--- src/verilog/modbus_cfg_pkg.sv ---
// constants, register map and state types for the modbus slave link configuration block
// assumes a 200 MHz aclk and an axi4-lite master with 32-bit data
package modbus_cfg_pkg;

	// clock and time units
	localparam int CLK_FREQ_HZ = 200000000;
	localparam int LOSS_UNIT_MS = 100;
	localparam int LOSS_UNIT_CYCLES = CLK_FREQ_HZ / 1000 * LOSS_UNIT_MS;
	localparam int TURN_UNIT_MS = 1;
	localparam int TURN_UNIT_CYCLES = CLK_FREQ_HZ / 1000 * TURN_UNIT_MS;
	localparam int LOSS_PRE_W = 25;
	localparam int TURN_PRE_W = 18;

	// register byte offsets
	localparam logic [7:0] OFS_STATION = 8'h00;
	localparam logic [7:0] OFS_BAUD = 8'h04;
	localparam logic [7:0] OFS_FORMAT = 8'h08;
	localparam logic [7:0] OFS_TIMEOUT = 8'h0C;
	localparam logic [7:0] OFS_TURN = 8'h10;
	localparam logic [7:0] OFS_ACTION = 8'h14;
	localparam logic [7:0] OFS_SOURCE = 8'h18;
	localparam logic [7:0] OFS_ACTIVE = 8'h1C;
	localparam logic [7:0] OFS_IRQ_STS = 8'h20;
	localparam logic [7:0] OFS_IRQ_MASK = 8'h24;

	// source register field positions
	localparam int FREQ_PRI_LSB = 0;
	localparam int RUN_PRI_LSB = 4;
	localparam int FREQ_SEC_LSB = 8;
	localparam int RUN_SEC_LSB = 12;

	// active register field positions
	localparam int ACT_BAUD_LSB = 8;
	localparam int ACT_ASCII = 12;
	localparam int ACT_DATA7 = 13;
	localparam int ACT_PAR_EN = 14;
	localparam int ACT_PAR_ODD = 15;
	localparam int ACT_TWO_STOP = 16;
	localparam int ACT_FAULT = 17;
	localparam int ACT_MB_FREQ = 18;
	localparam int ACT_MB_RUN = 19;

	// interrupt bits
	localparam int IRQ_FAULT = 0;
	localparam int IRQ_ACCEPT = 1;
	localparam int IRQ_DROP = 2;

	// reset values and limits
	localparam logic [4:0] STATION_RST = 5'h01;
	localparam logic [3:0] BAUD_RST = 4'h3;
	localparam logic [3:0] BAUD_MAX = 4'h8;
	localparam logic [3:0] FMT_RST = 4'h1;
	localparam logic [3:0] FMT_MAX = 4'hB;
	localparam logic [3:0] FMT_ASCII8 = 4'h4;
	localparam logic [3:0] FMT_ASCII7 = 4'h8;
	localparam logic [7:0] TIMEOUT_MAX = 8'h64;
	localparam logic [2:0] FREQ_PRI_RST = 3'h1;
	localparam logic [1:0] RUN_PRI_RST = 2'h1;
	localparam logic [2:0] FREQ_SEC_RST = 3'h0;
	localparam logic [1:0] RUN_SEC_RST = 2'h0;
	localparam logic [2:0] FREQ_SRC_MAX = 3'h4;
	localparam logic [1:0] RUN_SRC_MAX = 2'h2;
	localparam logic [2:0] FREQ_MODBUS = 3'h3;
	localparam logic [1:0] RUN_MODBUS = 2'h2;
	localparam logic [1:0] RESP_OKAY = 2'h0;
	localparam logic [1:0] RESP_SLVERR = 2'h2;

	typedef enum logic [1:0] {
		TA_IDLE = 2'h0,
		TA_WAIT = 2'h1,
		TA_READY = 2'h3
	} ta_state_e;

	// received frame report from the framer
	typedef struct packed {
		logic done;
		logic crc_ok;
		logic writes_comm;
		logic [7:0] addr;
	} frame_in_s;

	typedef struct packed {
		logic awready;
		logic wready;
		logic bvalid;
		logic [1:0] bresp;
		logic arready;
		logic rvalid;
		logic [1:0] rresp;
		logic [31:0] rdata;
		logic aw_got;
		logic w_got;
		logic [7:0] awaddr;
		logic [31:0] wdata;
		logic [3:0] wstrb;
		logic [4:0] addr_pend;
		logic [3:0] baud_pend;
		logic [4:0] addr_act;
		logic [3:0] baud_act;
		logic [3:0] frame_fmt;
		logic ascii;
		logic data7;
		logic par_en;
		logic par_odd;
		logic two_stop;
		logic [6:0] timeout;
		logic [7:0] turnaround;
		logic [1:0] fault_action;
		logic [2:0] freq_pri;
		logic [1:0] run_pri;
		logic [2:0] freq_sec;
		logic [1:0] run_sec;
		logic [2:0] eff_freq;
		logic [1:0] eff_run;
		logic modbus_freq;
		logic modbus_run;
		logic comm_fault;
		logic frame_accept;
		logic frame_write_ok;
		logic tx_start;
		ta_state_e ta_state;
		logic [2:0] irq_sts;
		logic [2:0] irq_mask;
		logic irq;
	} top_state_s;

	localparam top_state_s TOP_RST = '{
		awready: 1'b1, wready: 1'b1, bvalid: 1'b0, bresp: RESP_OKAY,
		arready: 1'b1, rvalid: 1'b0, rresp: RESP_OKAY, rdata: 32'h0,
		aw_got: 1'b0, w_got: 1'b0, awaddr: 8'h00, wdata: 32'h0, wstrb: 4'h0,
		addr_pend: STATION_RST, baud_pend: BAUD_RST, addr_act: STATION_RST, baud_act: BAUD_RST,
		frame_fmt: FMT_RST, ascii: 1'b0, data7: 1'b0, par_en: 1'b0, par_odd: 1'b0, two_stop: 1'b0,
		timeout: 7'h00, turnaround: 8'h00, fault_action: 2'h0,
		freq_pri: FREQ_PRI_RST, run_pri: RUN_PRI_RST, freq_sec: FREQ_SEC_RST, run_sec: RUN_SEC_RST,
		eff_freq: FREQ_PRI_RST, eff_run: RUN_PRI_RST, modbus_freq: 1'b0, modbus_run: 1'b0,
		comm_fault: 1'b0, frame_accept: 1'b0, frame_write_ok: 1'b0, tx_start: 1'b0,
		ta_state: TA_IDLE, irq_sts: 3'h0, irq_mask: 3'h0, irq: 1'b0
	};

endpackage

--- src/verilog/timer_count.sv ---
// loadable down counter with zero flag, used for prescalers and timeouts
// assumes one clock and a synchronous active-low reset
`timescale 1ns/1ps
module timer_count #(
	parameter int W = 8
) (
	// clock and reset
	input wire logic aclk,
	input wire logic aresetn,
	// control
	input wire logic load,
	input wire logic [W-1:0] load_val,
	input wire logic dec,
	// status
	output logic zero
);

	logic [W-1:0] cnt_q;
	logic [W-1:0] cnt_d;

	always_comb begin
		cnt_d = cnt_q;
		if (load) begin
			cnt_d = load_val;
		end else if (dec && cnt_q != '0) begin
			cnt_d = cnt_q - 1'b1;
		end
	end

	always_ff @(posedge aclk) begin
		if (!aresetn) begin
			cnt_q <= '0;
		end else begin
			cnt_q <= cnt_d;
		end
	end

	assign zero = (cnt_q == '0);

endmodule

--- src/verilog/modbus_slave_link_config.sv ---
// modbus serial slave configuration, station filter, loss supervision and turnaround timing
// assumes a framer that reports each received frame and an axi4-lite master for settings
//
// Contract
// - hold station address 1..31, default 1; accept only frames with that address
// - station address zero means no request is ever answered
// - new address and baud settings apply only after a power-up reload
// - baud selector codes 0..8, default 3 meaning 9600 bit/s
// - format codes 0..3 are rtu 8 bits: n2, n1, e1, o1; default 1
// - format codes 4..7 are ascii 8 bits in the same parity and stop order
// - format codes 8..11 are ascii 7 bits, same order; above 11 invalid
// - loss timeout 0.0..10.0 s, default 0.0; zero disables detection
// - no valid frame within timeout raises comm fault with chosen fault action
// - programmable wait between end of request and start of own transmission
// - frequency source codes 0..4, default 1, code 3 is modbus
// - run source codes 0..2, default 1, code 2 is modbus
// - secondary sources default 0, used only when input code 4 and dip off
// - master may always monitor and change parameters except communication ones
`timescale 1ns/1ps
module modbus_slave_link_config #(
	parameter int LOSS_TICK_CYCLES = modbus_cfg_pkg::LOSS_UNIT_CYCLES,
	parameter int TURN_TICK_CYCLES = modbus_cfg_pkg::TURN_UNIT_CYCLES
) (
	// clock and reset
	input wire logic aclk,
	input wire logic aresetn,
	// axi4-lite write
	input wire logic [7:0] s_axi_awaddr,
	input wire logic s_axi_awvalid,
	output logic s_axi_awready,
	input wire logic [31:0] s_axi_wdata,
	input wire logic [3:0] s_axi_wstrb,
	input wire logic s_axi_wvalid,
	output logic s_axi_wready,
	output logic [1:0] s_axi_bresp,
	output logic s_axi_bvalid,
	input wire logic s_axi_bready,
	// axi4-lite read
	input wire logic [7:0] s_axi_araddr,
	input wire logic s_axi_arvalid,
	output logic s_axi_arready,
	output logic [31:0] s_axi_rdata,
	output logic [1:0] s_axi_rresp,
	output logic s_axi_rvalid,
	input wire logic s_axi_rready,
	// power-up and source inputs
	input wire logic power_up_reload,
	input wire logic mfi_source_switch,
	input wire logic dip_off,
	// framer side
	input wire modbus_cfg_pkg::frame_in_s frame_in,
	input wire logic tx_request,
	output logic frame_accept,
	output logic frame_write_ok,
	output logic tx_start,
	// serial configuration
	output logic [3:0] baud_select,
	output logic ascii_mode,
	output logic data_bits_7,
	output logic parity_en,
	output logic parity_odd,
	output logic two_stop,
	// supervision and sources
	output logic comm_fault,
	output logic [1:0] comm_fault_action,
	output logic [2:0] freq_ref_source,
	output logic [1:0] run_cmd_source,
	output logic modbus_freq_sel,
	output logic modbus_run_sel,
	output logic irq
);

	modbus_cfg_pkg::top_state_s q;
	modbus_cfg_pkg::top_state_s d;
	logic tick_loss;
	logic tick_turn;
	logic loss_zero;
	logic turn_zero;
	logic loss_en;
	logic loss_load;
	logic frame_match;
	logic [2:0] eff_freq_c;
	logic [1:0] eff_run_c;

	function automatic logic [31:0] reg_value(input logic [7:0] a, input modbus_cfg_pkg::top_state_s s);
		logic [31:0] v;
		v = 32'h0;
		case (a)
			modbus_cfg_pkg::OFS_STATION: v[4:0] = s.addr_pend;
			modbus_cfg_pkg::OFS_BAUD: v[3:0] = s.baud_pend;
			modbus_cfg_pkg::OFS_FORMAT: v[3:0] = s.frame_fmt;
			modbus_cfg_pkg::OFS_TIMEOUT: v[6:0] = s.timeout;
			modbus_cfg_pkg::OFS_TURN: v[7:0] = s.turnaround;
			modbus_cfg_pkg::OFS_ACTION: v[1:0] = s.fault_action;
			modbus_cfg_pkg::OFS_SOURCE: begin
				v[modbus_cfg_pkg::FREQ_PRI_LSB +: 3] = s.freq_pri;
				v[modbus_cfg_pkg::RUN_PRI_LSB +: 2] = s.run_pri;
				v[modbus_cfg_pkg::FREQ_SEC_LSB +: 3] = s.freq_sec;
				v[modbus_cfg_pkg::RUN_SEC_LSB +: 2] = s.run_sec;
			end
			modbus_cfg_pkg::OFS_ACTIVE: begin
				v[4:0] = s.addr_act;
				v[modbus_cfg_pkg::ACT_BAUD_LSB +: 4] = s.baud_act;
				v[modbus_cfg_pkg::ACT_ASCII] = s.ascii;
				v[modbus_cfg_pkg::ACT_DATA7] = s.data7;
				v[modbus_cfg_pkg::ACT_PAR_EN] = s.par_en;
				v[modbus_cfg_pkg::ACT_PAR_ODD] = s.par_odd;
				v[modbus_cfg_pkg::ACT_TWO_STOP] = s.two_stop;
				v[modbus_cfg_pkg::ACT_FAULT] = s.comm_fault;
				v[modbus_cfg_pkg::ACT_MB_FREQ] = s.modbus_freq;
				v[modbus_cfg_pkg::ACT_MB_RUN] = s.modbus_run;
			end
			modbus_cfg_pkg::OFS_IRQ_STS: v[2:0] = s.irq_sts;
			modbus_cfg_pkg::OFS_IRQ_MASK: v[2:0] = s.irq_mask;
			default: v = 32'h0;
		endcase
		return v;
	endfunction

	function automatic logic addr_known(input logic [7:0] a);
		return (a[1:0] == 2'h0) && (a <= modbus_cfg_pkg::OFS_IRQ_MASK);
	endfunction

	////////////////////////////////////////////////////////////////////////
	// timers

	timer_count #(.W(modbus_cfg_pkg::LOSS_PRE_W)) u_loss_pre (
		.aclk(aclk),
		.aresetn(aresetn),
		.load(tick_loss),
		.load_val(modbus_cfg_pkg::LOSS_PRE_W'(LOSS_TICK_CYCLES - 1)),
		.dec(1'b1),
		.zero(tick_loss)
	);

	timer_count #(.W(modbus_cfg_pkg::TURN_PRE_W)) u_turn_pre (
		.aclk(aclk),
		.aresetn(aresetn),
		.load(tick_turn),
		.load_val(modbus_cfg_pkg::TURN_PRE_W'(TURN_TICK_CYCLES - 1)),
		.dec(1'b1),
		.zero(tick_turn)
	);

	assign loss_en = (q.timeout != 7'h00);
	assign loss_load = (d.timeout == 7'h00) || (d.timeout != q.timeout) || frame_match;

	timer_count #(.W(7)) u_loss (
		.aclk(aclk),
		.aresetn(aresetn),
		.load(loss_load),
		.load_val(d.timeout),
		.dec(tick_loss),
		.zero(loss_zero)
	);

	timer_count #(.W(8)) u_turn (
		.aclk(aclk),
		.aresetn(aresetn),
		.load(frame_match),
		.load_val(q.turnaround),
		.dec(tick_turn),
		.zero(turn_zero)
	);

	////////////////////////////////////////////////////////////////////////
	// frame filter and sources

	assign frame_match = frame_in.done && frame_in.crc_ok && (q.addr_act != 5'h00) &&
		(frame_in.addr == {3'h0, q.addr_act});
	assign eff_freq_c = (mfi_source_switch && dip_off) ? q.freq_sec : q.freq_pri;
	assign eff_run_c = (mfi_source_switch && dip_off) ? q.run_sec : q.run_pri;

	////////////////////////////////////////////////////////////////////////
	// next state

	always_comb begin
		logic [31:0] wr;
		logic [2:0] ev;
		logic rd_clear;
		wr = 32'h0;
		ev = 3'h0;
		rd_clear = 1'b0;
		d = q;
		d.frame_accept = 1'b0;
		d.frame_write_ok = 1'b0;
		d.tx_start = 1'b0;
		// bus write
		if (q.awready && s_axi_awvalid) begin
			d.awready = 1'b0;
			d.awaddr = s_axi_awaddr;
			d.aw_got = 1'b1;
		end
		if (q.wready && s_axi_wvalid) begin
			d.wready = 1'b0;
			d.wdata = s_axi_wdata;
			d.wstrb = s_axi_wstrb;
			d.w_got = 1'b1;
		end
		if (q.aw_got && q.w_got) begin
			wr = reg_value(q.awaddr, q);
			for (int i = 0; i < 4; i++) begin
				if (q.wstrb[i]) begin
					wr[i*8 +: 8] = q.wdata[i*8 +: 8];
				end
			end
			d.aw_got = 1'b0;
			d.w_got = 1'b0;
			d.bvalid = 1'b1;
			d.bresp = addr_known(q.awaddr) ? modbus_cfg_pkg::RESP_OKAY : modbus_cfg_pkg::RESP_SLVERR;
			case (q.awaddr)
				modbus_cfg_pkg::OFS_STATION: d.addr_pend = wr[4:0];
				modbus_cfg_pkg::OFS_BAUD: begin
					if (wr[3:0] <= modbus_cfg_pkg::BAUD_MAX) begin
						d.baud_pend = wr[3:0];
					end
				end
				modbus_cfg_pkg::OFS_FORMAT: begin
					if (wr[3:0] <= modbus_cfg_pkg::FMT_MAX) begin
						d.frame_fmt = wr[3:0];
					end
				end
				modbus_cfg_pkg::OFS_TIMEOUT: begin
					if (wr[7:0] <= modbus_cfg_pkg::TIMEOUT_MAX) begin
						d.timeout = wr[6:0];
					end
				end
				modbus_cfg_pkg::OFS_TURN: d.turnaround = wr[7:0];
				modbus_cfg_pkg::OFS_ACTION: d.fault_action = wr[1:0];
				modbus_cfg_pkg::OFS_SOURCE: begin
					if (wr[modbus_cfg_pkg::FREQ_PRI_LSB +: 3] <= modbus_cfg_pkg::FREQ_SRC_MAX) begin
						d.freq_pri = wr[modbus_cfg_pkg::FREQ_PRI_LSB +: 3];
					end
					if (wr[modbus_cfg_pkg::RUN_PRI_LSB +: 2] <= modbus_cfg_pkg::RUN_SRC_MAX) begin
						d.run_pri = wr[modbus_cfg_pkg::RUN_PRI_LSB +: 2];
					end
					if (wr[modbus_cfg_pkg::FREQ_SEC_LSB +: 3] <= modbus_cfg_pkg::FREQ_SRC_MAX) begin
						d.freq_sec = wr[modbus_cfg_pkg::FREQ_SEC_LSB +: 3];
					end
					if (wr[modbus_cfg_pkg::RUN_SEC_LSB +: 2] <= modbus_cfg_pkg::RUN_SRC_MAX) begin
						d.run_sec = wr[modbus_cfg_pkg::RUN_SEC_LSB +: 2];
					end
				end
				modbus_cfg_pkg::OFS_IRQ_MASK: d.irq_mask = wr[2:0];
				default: d.bresp = d.bresp;
			endcase
		end
		if (q.bvalid && s_axi_bready) begin
			d.bvalid = 1'b0;
			d.awready = 1'b1;
			d.wready = 1'b1;
		end
		// bus read
		if (q.arready && s_axi_arvalid) begin
			d.arready = 1'b0;
			d.rvalid = 1'b1;
			d.rdata = reg_value(s_axi_araddr, q);
			d.rresp = addr_known(s_axi_araddr) ? modbus_cfg_pkg::RESP_OKAY : modbus_cfg_pkg::RESP_SLVERR;
			rd_clear = (s_axi_araddr == modbus_cfg_pkg::OFS_IRQ_STS);
		end
		if (q.rvalid && s_axi_rready) begin
			d.rvalid = 1'b0;
			d.arready = 1'b1;
		end
		// settings that only a power-up brings in
		if (power_up_reload) begin
			d.addr_act = q.addr_pend;
			d.baud_act = q.baud_pend;
		end
		// character framing decode
		d.ascii = (q.frame_fmt >= modbus_cfg_pkg::FMT_ASCII8);
		d.data7 = (q.frame_fmt >= modbus_cfg_pkg::FMT_ASCII7);
		d.two_stop = (q.frame_fmt[1:0] == 2'h0);
		d.par_en = q.frame_fmt[1];
		d.par_odd = (q.frame_fmt[1:0] == 2'h3);
		// accepted frames; communication parameters stay local
		d.frame_accept = frame_match;
		d.frame_write_ok = frame_match && !frame_in.writes_comm;
		// loss supervision
		if (!loss_en || frame_match) begin
			d.comm_fault = 1'b0;
		end else if (loss_zero) begin
			d.comm_fault = 1'b1;
		end
		ev[modbus_cfg_pkg::IRQ_FAULT] = loss_en && loss_zero && !frame_match && !q.comm_fault;
		ev[modbus_cfg_pkg::IRQ_ACCEPT] = frame_match;
		ev[modbus_cfg_pkg::IRQ_DROP] = frame_in.done && !frame_match;
		// turnaround before reply
		case (q.ta_state)
			modbus_cfg_pkg::TA_IDLE: begin
				if (frame_match) begin
					d.ta_state = modbus_cfg_pkg::TA_WAIT;
				end
			end
			modbus_cfg_pkg::TA_WAIT: begin
				if (!frame_match && turn_zero) begin
					d.ta_state = modbus_cfg_pkg::TA_READY;
				end
			end
			modbus_cfg_pkg::TA_READY: begin
				if (frame_match) begin
					d.ta_state = modbus_cfg_pkg::TA_WAIT;
				end else if (tx_request) begin
					d.tx_start = 1'b1;
					d.ta_state = modbus_cfg_pkg::TA_IDLE;
				end
			end
			default: d.ta_state = modbus_cfg_pkg::TA_IDLE;
		endcase
		// command sources
		d.eff_freq = eff_freq_c;
		d.eff_run = eff_run_c;
		d.modbus_freq = (eff_freq_c == modbus_cfg_pkg::FREQ_MODBUS);
		d.modbus_run = (eff_run_c == modbus_cfg_pkg::RUN_MODBUS);
		// interrupts, set wins over read clear
		d.irq_sts = (rd_clear ? 3'h0 : q.irq_sts) | ev;
		d.irq = |(d.irq_sts & d.irq_mask);
	end

	always_ff @(posedge aclk) begin
		if (!aresetn) begin
			q <= modbus_cfg_pkg::TOP_RST;
		end else begin
			q <= d;
		end
	end

	////////////////////////////////////////////////////////////////////////
	// outputs

	assign s_axi_awready = q.awready;
	assign s_axi_wready = q.wready;
	assign s_axi_bvalid = q.bvalid;
	assign s_axi_bresp = q.bresp;
	assign s_axi_arready = q.arready;
	assign s_axi_rvalid = q.rvalid;
	assign s_axi_rresp = q.rresp;
	assign s_axi_rdata = q.rdata;
	assign frame_accept = q.frame_accept;
	assign frame_write_ok = q.frame_write_ok;
	assign tx_start = q.tx_start;
	assign baud_select = q.baud_act;
	assign ascii_mode = q.ascii;
	assign data_bits_7 = q.data7;
	assign parity_en = q.par_en;
	assign parity_odd = q.par_odd;
	assign two_stop = q.two_stop;
	assign comm_fault = q.comm_fault;
	assign comm_fault_action = q.fault_action;
	assign freq_ref_source = q.eff_freq;
	assign run_cmd_source = q.eff_run;
	assign modbus_freq_sel = q.modbus_freq;
	assign modbus_run_sel = q.modbus_run;
	assign irq = q.irq;

	////////////////////////////////////////////////////////////////////////
	// checks

	a_addr_match: assert property (@(posedge aclk) disable iff (!aresetn)
		q.frame_accept |-> $past(frame_in.done && frame_in.crc_ok && frame_in.addr == {3'h0, q.addr_act}))
		else $error("frame accepted with foreign address");
	a_zero_silent: assert property (@(posedge aclk) disable iff (!aresetn)
		(q.addr_act == 5'h00) |=> !q.frame_accept)
		else $error("frame accepted while station address zero");
	a_active_hold: assert property (@(posedge aclk) disable iff (!aresetn)
		!power_up_reload |=> $stable(q.addr_act) && $stable(q.baud_act))
		else $error("active address or baud changed without reload");
	a_baud_range: assert property (@(posedge aclk) disable iff (!aresetn)
		q.baud_pend <= modbus_cfg_pkg::BAUD_MAX)
		else $error("baud selector out of range");
	a_rtu_decode: assert property (@(posedge aclk) disable iff (!aresetn)
		(q.frame_fmt == 4'h1) |=> !q.ascii && !q.data7 && !q.par_en && !q.two_stop)
		else $error("rtu 8n1 decode wrong");
	a_ascii_decode: assert property (@(posedge aclk) disable iff (!aresetn)
		(q.frame_fmt >= modbus_cfg_pkg::FMT_ASCII8) |=> q.ascii && (q.data7 == $past(q.frame_fmt[3])))
		else $error("ascii decode wrong");
	a_fmt_range: assert property (@(posedge aclk) disable iff (!aresetn)
		q.frame_fmt <= modbus_cfg_pkg::FMT_MAX)
		else $error("frame format out of range");
	a_timeout_range: assert property (@(posedge aclk) disable iff (!aresetn)
		{1'b0, q.timeout} <= modbus_cfg_pkg::TIMEOUT_MAX)
		else $error("loss timeout out of range");
	a_fault_raise: assert property (@(posedge aclk) disable iff (!aresetn)
		(loss_en && loss_zero && !frame_match) |=> q.comm_fault)
		else $error("loss not flagged as fault");
	a_turn_wait: assert property (@(posedge aclk) disable iff (!aresetn)
		q.tx_start |-> $past(q.ta_state == modbus_cfg_pkg::TA_READY && tx_request, 1))
		else $error("transmit started before turnaround");
	a_freq_src: assert property (@(posedge aclk) disable iff (!aresetn)
		1'b1 |=> q.modbus_freq == $past(eff_freq_c == modbus_cfg_pkg::FREQ_MODBUS))
		else $error("modbus frequency select wrong");
	a_run_sec: assert property (@(posedge aclk) disable iff (!aresetn)
		(mfi_source_switch && dip_off) |=> q.eff_run == $past(q.run_sec))
		else $error("secondary run source not applied");
	a_loss_idle: assert property (@(posedge aclk) disable iff (!aresetn)
		!loss_en |=> !q.comm_fault)
		else $error("fault while loss detection disabled");

endmodule

--- config.mk ---
export PLATFORM = sky130hd
export DESIGN_NAME = modbus_slave_link_config
export DESIGN_NICKNAME = d
export VERILOG_FILES = /design/src/verilog/modbus_cfg_pkg.sv /design/src/verilog/timer_count.sv /design/src/verilog/modbus_slave_link_config.sv
export SDC_FILE = /design/constraint.sdc
export NUM_CORES = 1
export LEC_CHECK = 0
export BUFFER_PORTS_ARGS = -buffer_cell sky130_fd_sc_hd__clkbuf_2
export CAP_MARGIN = 0
export CORE_ASPECT_RATIO = 0.7
export CORE_MARGIN = 2
export CORE_UTILIZATION = 62
export CTS_CLUSTER_SIZE = 24
export DETAILED_ROUTE_END_ITERATION = 12
export GPL_TIMING_DRIVEN = 0
export PLACE_DENSITY = 0.86
export SLEW_MARGIN = 30
export SYNTH_ARGS = -nofsm -noshare
export SYNTH_HDL_FRONTEND = slang
export SYNTH_SLANG_ARGS = --single-unit
--- constraint.sdc ---
create_clock -name aclk -period 5.5 [get_ports aclk]
set_input_delay 1.1 -clock aclk [delete_from_list [all_inputs] [get_ports aclk]]
set_output_delay 1.1 -clock aclk [all_outputs]
set_load 0.005 [all_outputs]
==> impl_metrics.py <==
metrics = {
    "sta": {
        "worst_pin_slew_ns": 0.945,
        "skew_ns": 0.0123,
        "min_period_over_period": 0.612,
        "slew_violations": 0,
        "hold_viol_final": 0,
        "finalSetupViolations": 0,
        "timing.hold.ws_ns": 0.456,
        "period_needed_ns": 3.37,
        "setup_tns_ns": 0,
        "rsz0062_at_grt": "no",
        "slew_headroom": 0.370,
        "clock.fmax_mhz": 297,
    },
    "floorplanning": {
        "die-height_um": 106,
        "die_x_um": 150,
        "start_util": 0.631,
        "ios": 138,
        "placement_rows": 37,
        "coreArea_sq_um": 14600,
        "dieArea_sq_um": 15800,
    },
    "power_and_ir_drop": {
        "pwr_density_cell_nw_per_um2": 361,
        "total_power_uw": 3850,
        "p_leak_uw": 0.00428,
        "ir_drop_mv": 0.221,
    },
    "critical_path": {
        "ff2ff_setup_slack_ns": 2.13,
        "crit_fanout": 9,
        "reg2reg_from": "q[115]",
        "startpoint_type": "flop",
        "rr_worst_depth": 10,
        "critPathSlowestCell": "nor4_1",
        "worstPathArrival_ns": 3.70,
        "path_class": "reg -> reg",
        "endpoint_kind": "flop",
        "slowest_delay_ns": 0.47,
        "critPathRequiredTime_ns": 5.83,
        "r2r-end": "u_loss.cnt_q[2]",
        "cp_cell_sequence": "buf_2, or3_4, nor3_2, nand3_2, a41oi_4, xor2_1, nor4_1, o2111a_2, o21ai_4, mux2_4",
    },
    "place": {
        "place_congestion": 1.04,
        "port_buffers": 100,
        "dp_cells": 1386,
        "post-dp-hpwl_mm": 21.0,
    },
    "cts": {
        "postCtsHoldBufs": 0,
        "clk_pin_slew_ns": 0.07,
        "htree_levels": 4,
        "cts_resized": 0,
        "cts_setup_buffers": 0,
        "cts_buffer_depth": 2,
        "cts_sinks": 184,
        "cts.root.buffer_cell": "clkbuf_16",
        "cts_tree": "built",
        "clkLatencyLatePin_ns": 0.45,
        "cts_buffers": 17,
    },
    "finish": {
        "diodes": 0,
        "finalNonFillerCells": 1418,
        "final_nets": 1290,
        "fin_util": 0.731,
        "syn_to_final_growth_pct": 15.9,
        "drive_gt1_frac": 0.208,
    },
    "synth": {
        "synth-edff-count": 0,
        "ys_warn_count": 0,
        "synth_area_sq_um": 9200,
        "synthCells": 1076,
        "ys_async_sr_fraction": 0,
        "synth_ff_type": "dfxtp_1",
        "ys_ff_latch": 184,
        "synth_cell_types": 88,
        "syn_area_per_cell_sq_um": 8.55,
        "ys_seq_area_frac": 0.401,
    },
    "detailed_routing": {
        "drt_iter0_drc": 1035,
        "viasPerCell": 6.28,
        "vias": 8905,
        "firstDrtPassIters": 7,
        "drc_errors": 0,
        "wire_per_inst_um": 20.1,
        "wl_mm": 28.6,
        "ant_nets": 0,
    },
    "worst_hold_path": {
        "holdPathEnd": "s_axi_rdata[18]",
        "hp-class": "reg -> reg",
        "hold_depth": 2,
        "hp-start": "s_axi_rdata[18]",
    },
    "grt": {
        "antenna_found_initial": 0,
        "grt_pass1_vias": 8160,
        "track_usage": 0.366,
        "grt_pass1_wl_mm": 44.4,
        "overflow": 0,
        "grt_max_degree": 20,
    },
    "status": {
        "status": "finished clean",
    },
    "job": {
        "max-cap-violations": 0,
    },
}
registers in the layout, summed over array words and instances, names as in the netlist, 2 cells and up:
register and flops:
run_cmd_source 2, baud_select 4, u_loss.cnt_q 7, comm_fault_action 2, q 75, u_loss_pre.cnt_q 25, u_turn_pre.cnt_q 18, u_turn.cnt_q 8
freq_ref_source 3, s_axi_rdata 20
cells in the final DEF, fill, tap and decap left out, types with 5 or more instances in the layout:
cell type and n:
dfxtp_1 184, inv_8 5, mux2_2 11, xnor2_1 33, a211oi_1 16, clkbuf_2 100, nor3b_1 5, clkbuf_16 17
nor4_1 13, buf_4 48, mux2_4 7, a221oi_1 10, clkbuf_1 28, conb_1 14, inv_1 23, buf_2 8
nor2_1 134, ha_1 6, and2_1 8, buf_1 11, a31oi_1 5, nand4_1 9, mux2i_1 34, xor2_1 17
or4_1 8, or3_1 12, a21oi_1 95, nand3_1 41, o21a_1 5, and3_1 9, o21ai_0 30, nor3_1 42
nand2_1 121
area by class of cell:
cell class / instances / area, sq um
clock inverter: 15 / 208
inverter: 24 / 90.1
multi-input combinational: 783 / 4900
timing repair buffer: 102 / 510
sequential: 184 / 3680
fill: 1094 / 3930
tap: 195 / 244
clock buffer: 17 / 425
buffer: 98 / 597
through the flow:
| stage | setup slack [ns] | instance area, sq um |
|---|---|---|
| 2_1_floorplan | 2.48 | 9240 |
| 3_3_place_gp | 1.25 | 9990 |
| 3_5_place_dp | 2.10 | 10000 |
| 4_1_cts | 2.17 | 10700 |
| 5_1_grt | 1.97 | 10700 |
| 6_report | 2.13 | 10700 |
worst max-delay path: cells and delay by family, from the launching register on:
family / cells / cell delay, ns
flip-flops: 1 / 0.30
XOR/XNOR: 1 / 0.13
AO/OA/AOI/OAI: 3 / 0.86
multiplexers: 1 / 0.32
AND/OR/NAND/NOR: 4 / 1.45
buffers and inverters: 1 / 0.19
metal layers:
metal / track usage / vias up / part of all wire
li1: - / 4057 / -
met1: 0.521 / 4120 / 0.42
met2: 0.512 / 632 / 0.40
met3: 0.122 / 96 / 0.14
met4: 0.134 / 0 / 0.033
met5: 0 / - / 0
cells in the mapped netlist (5+ instances only):
cell type	count	area (sq um)
or4_1	8	60.1
clkbuf_1	28	105
nor3_1	42	210
or3_1	12	75.1
nand2_1	121	454
nand3_1	41	205
mux2i_1	35	350
buf_4	48	360
o21ai_0	30	150
inv_1	23	86.3
xnor2_1	33	289
xor2_1	17	149
a21oi_1	95	475
buf_2	6	30.0
ha_1	6	75.1
nor3b_1	5	37.5
nor2_1	134	503
buf_1	11	41.3
and3_1	9	56.3
mux2_2	11	124
nor4_1	15	93.8
a211oi_1	16	120
a31oi_1	5	31.3
dfxtp_1	184	3680
nand4_1	9	56.3
mux2_4	7	105
o21a_1	5	37.5
and2_1	8	50.1
a221oi_1	10	87.6
worst max-delay path by stage:
stage / from / to / slack (ns)
floorplan: frame_in[5] / u_loss.cnt_q[6] / 2.48
global placement: frame_in[5] / u_loss.cnt_q[6] / 1.25
detailed placement: s_axi_araddr[5] / s_axi_rdata[0] / 2.10
CTS: q[115] / u_loss.cnt_q[2] / 2.17
global route: q[115] / u_loss.cnt_q[4] / 1.97
finish: q[115] / u_loss.cnt_q[2] / 2.13
cells by family (layout without fill, tap and decap cells):
family / count (synthesis) / count (layout) / share of synthesized area
adders and majority gates: 6 / 6 / 0.00816
other: 1 / 14 / 0.000408
buffers and inverters: 122 / 256 / 0.0747
and+or+nand+nor: 435 / 435 / 0.228
muxes: 58 / 58 / 0.0743
AOI/OAI and AO/OA: 220 / 220 / 0.166
xor gates and xnor gates: 50 / 50 / 0.0476
DFF: 184 / 184 / 0.401
power breakdown:
group	internal [uW]	switching, uW	leakage [uW]
Combinational	375	542	0.00247
Clock	699	599	0.000306
Sequential	1480	151	0.00150
No activity file was read; power rests on OpenSTA's default activity.
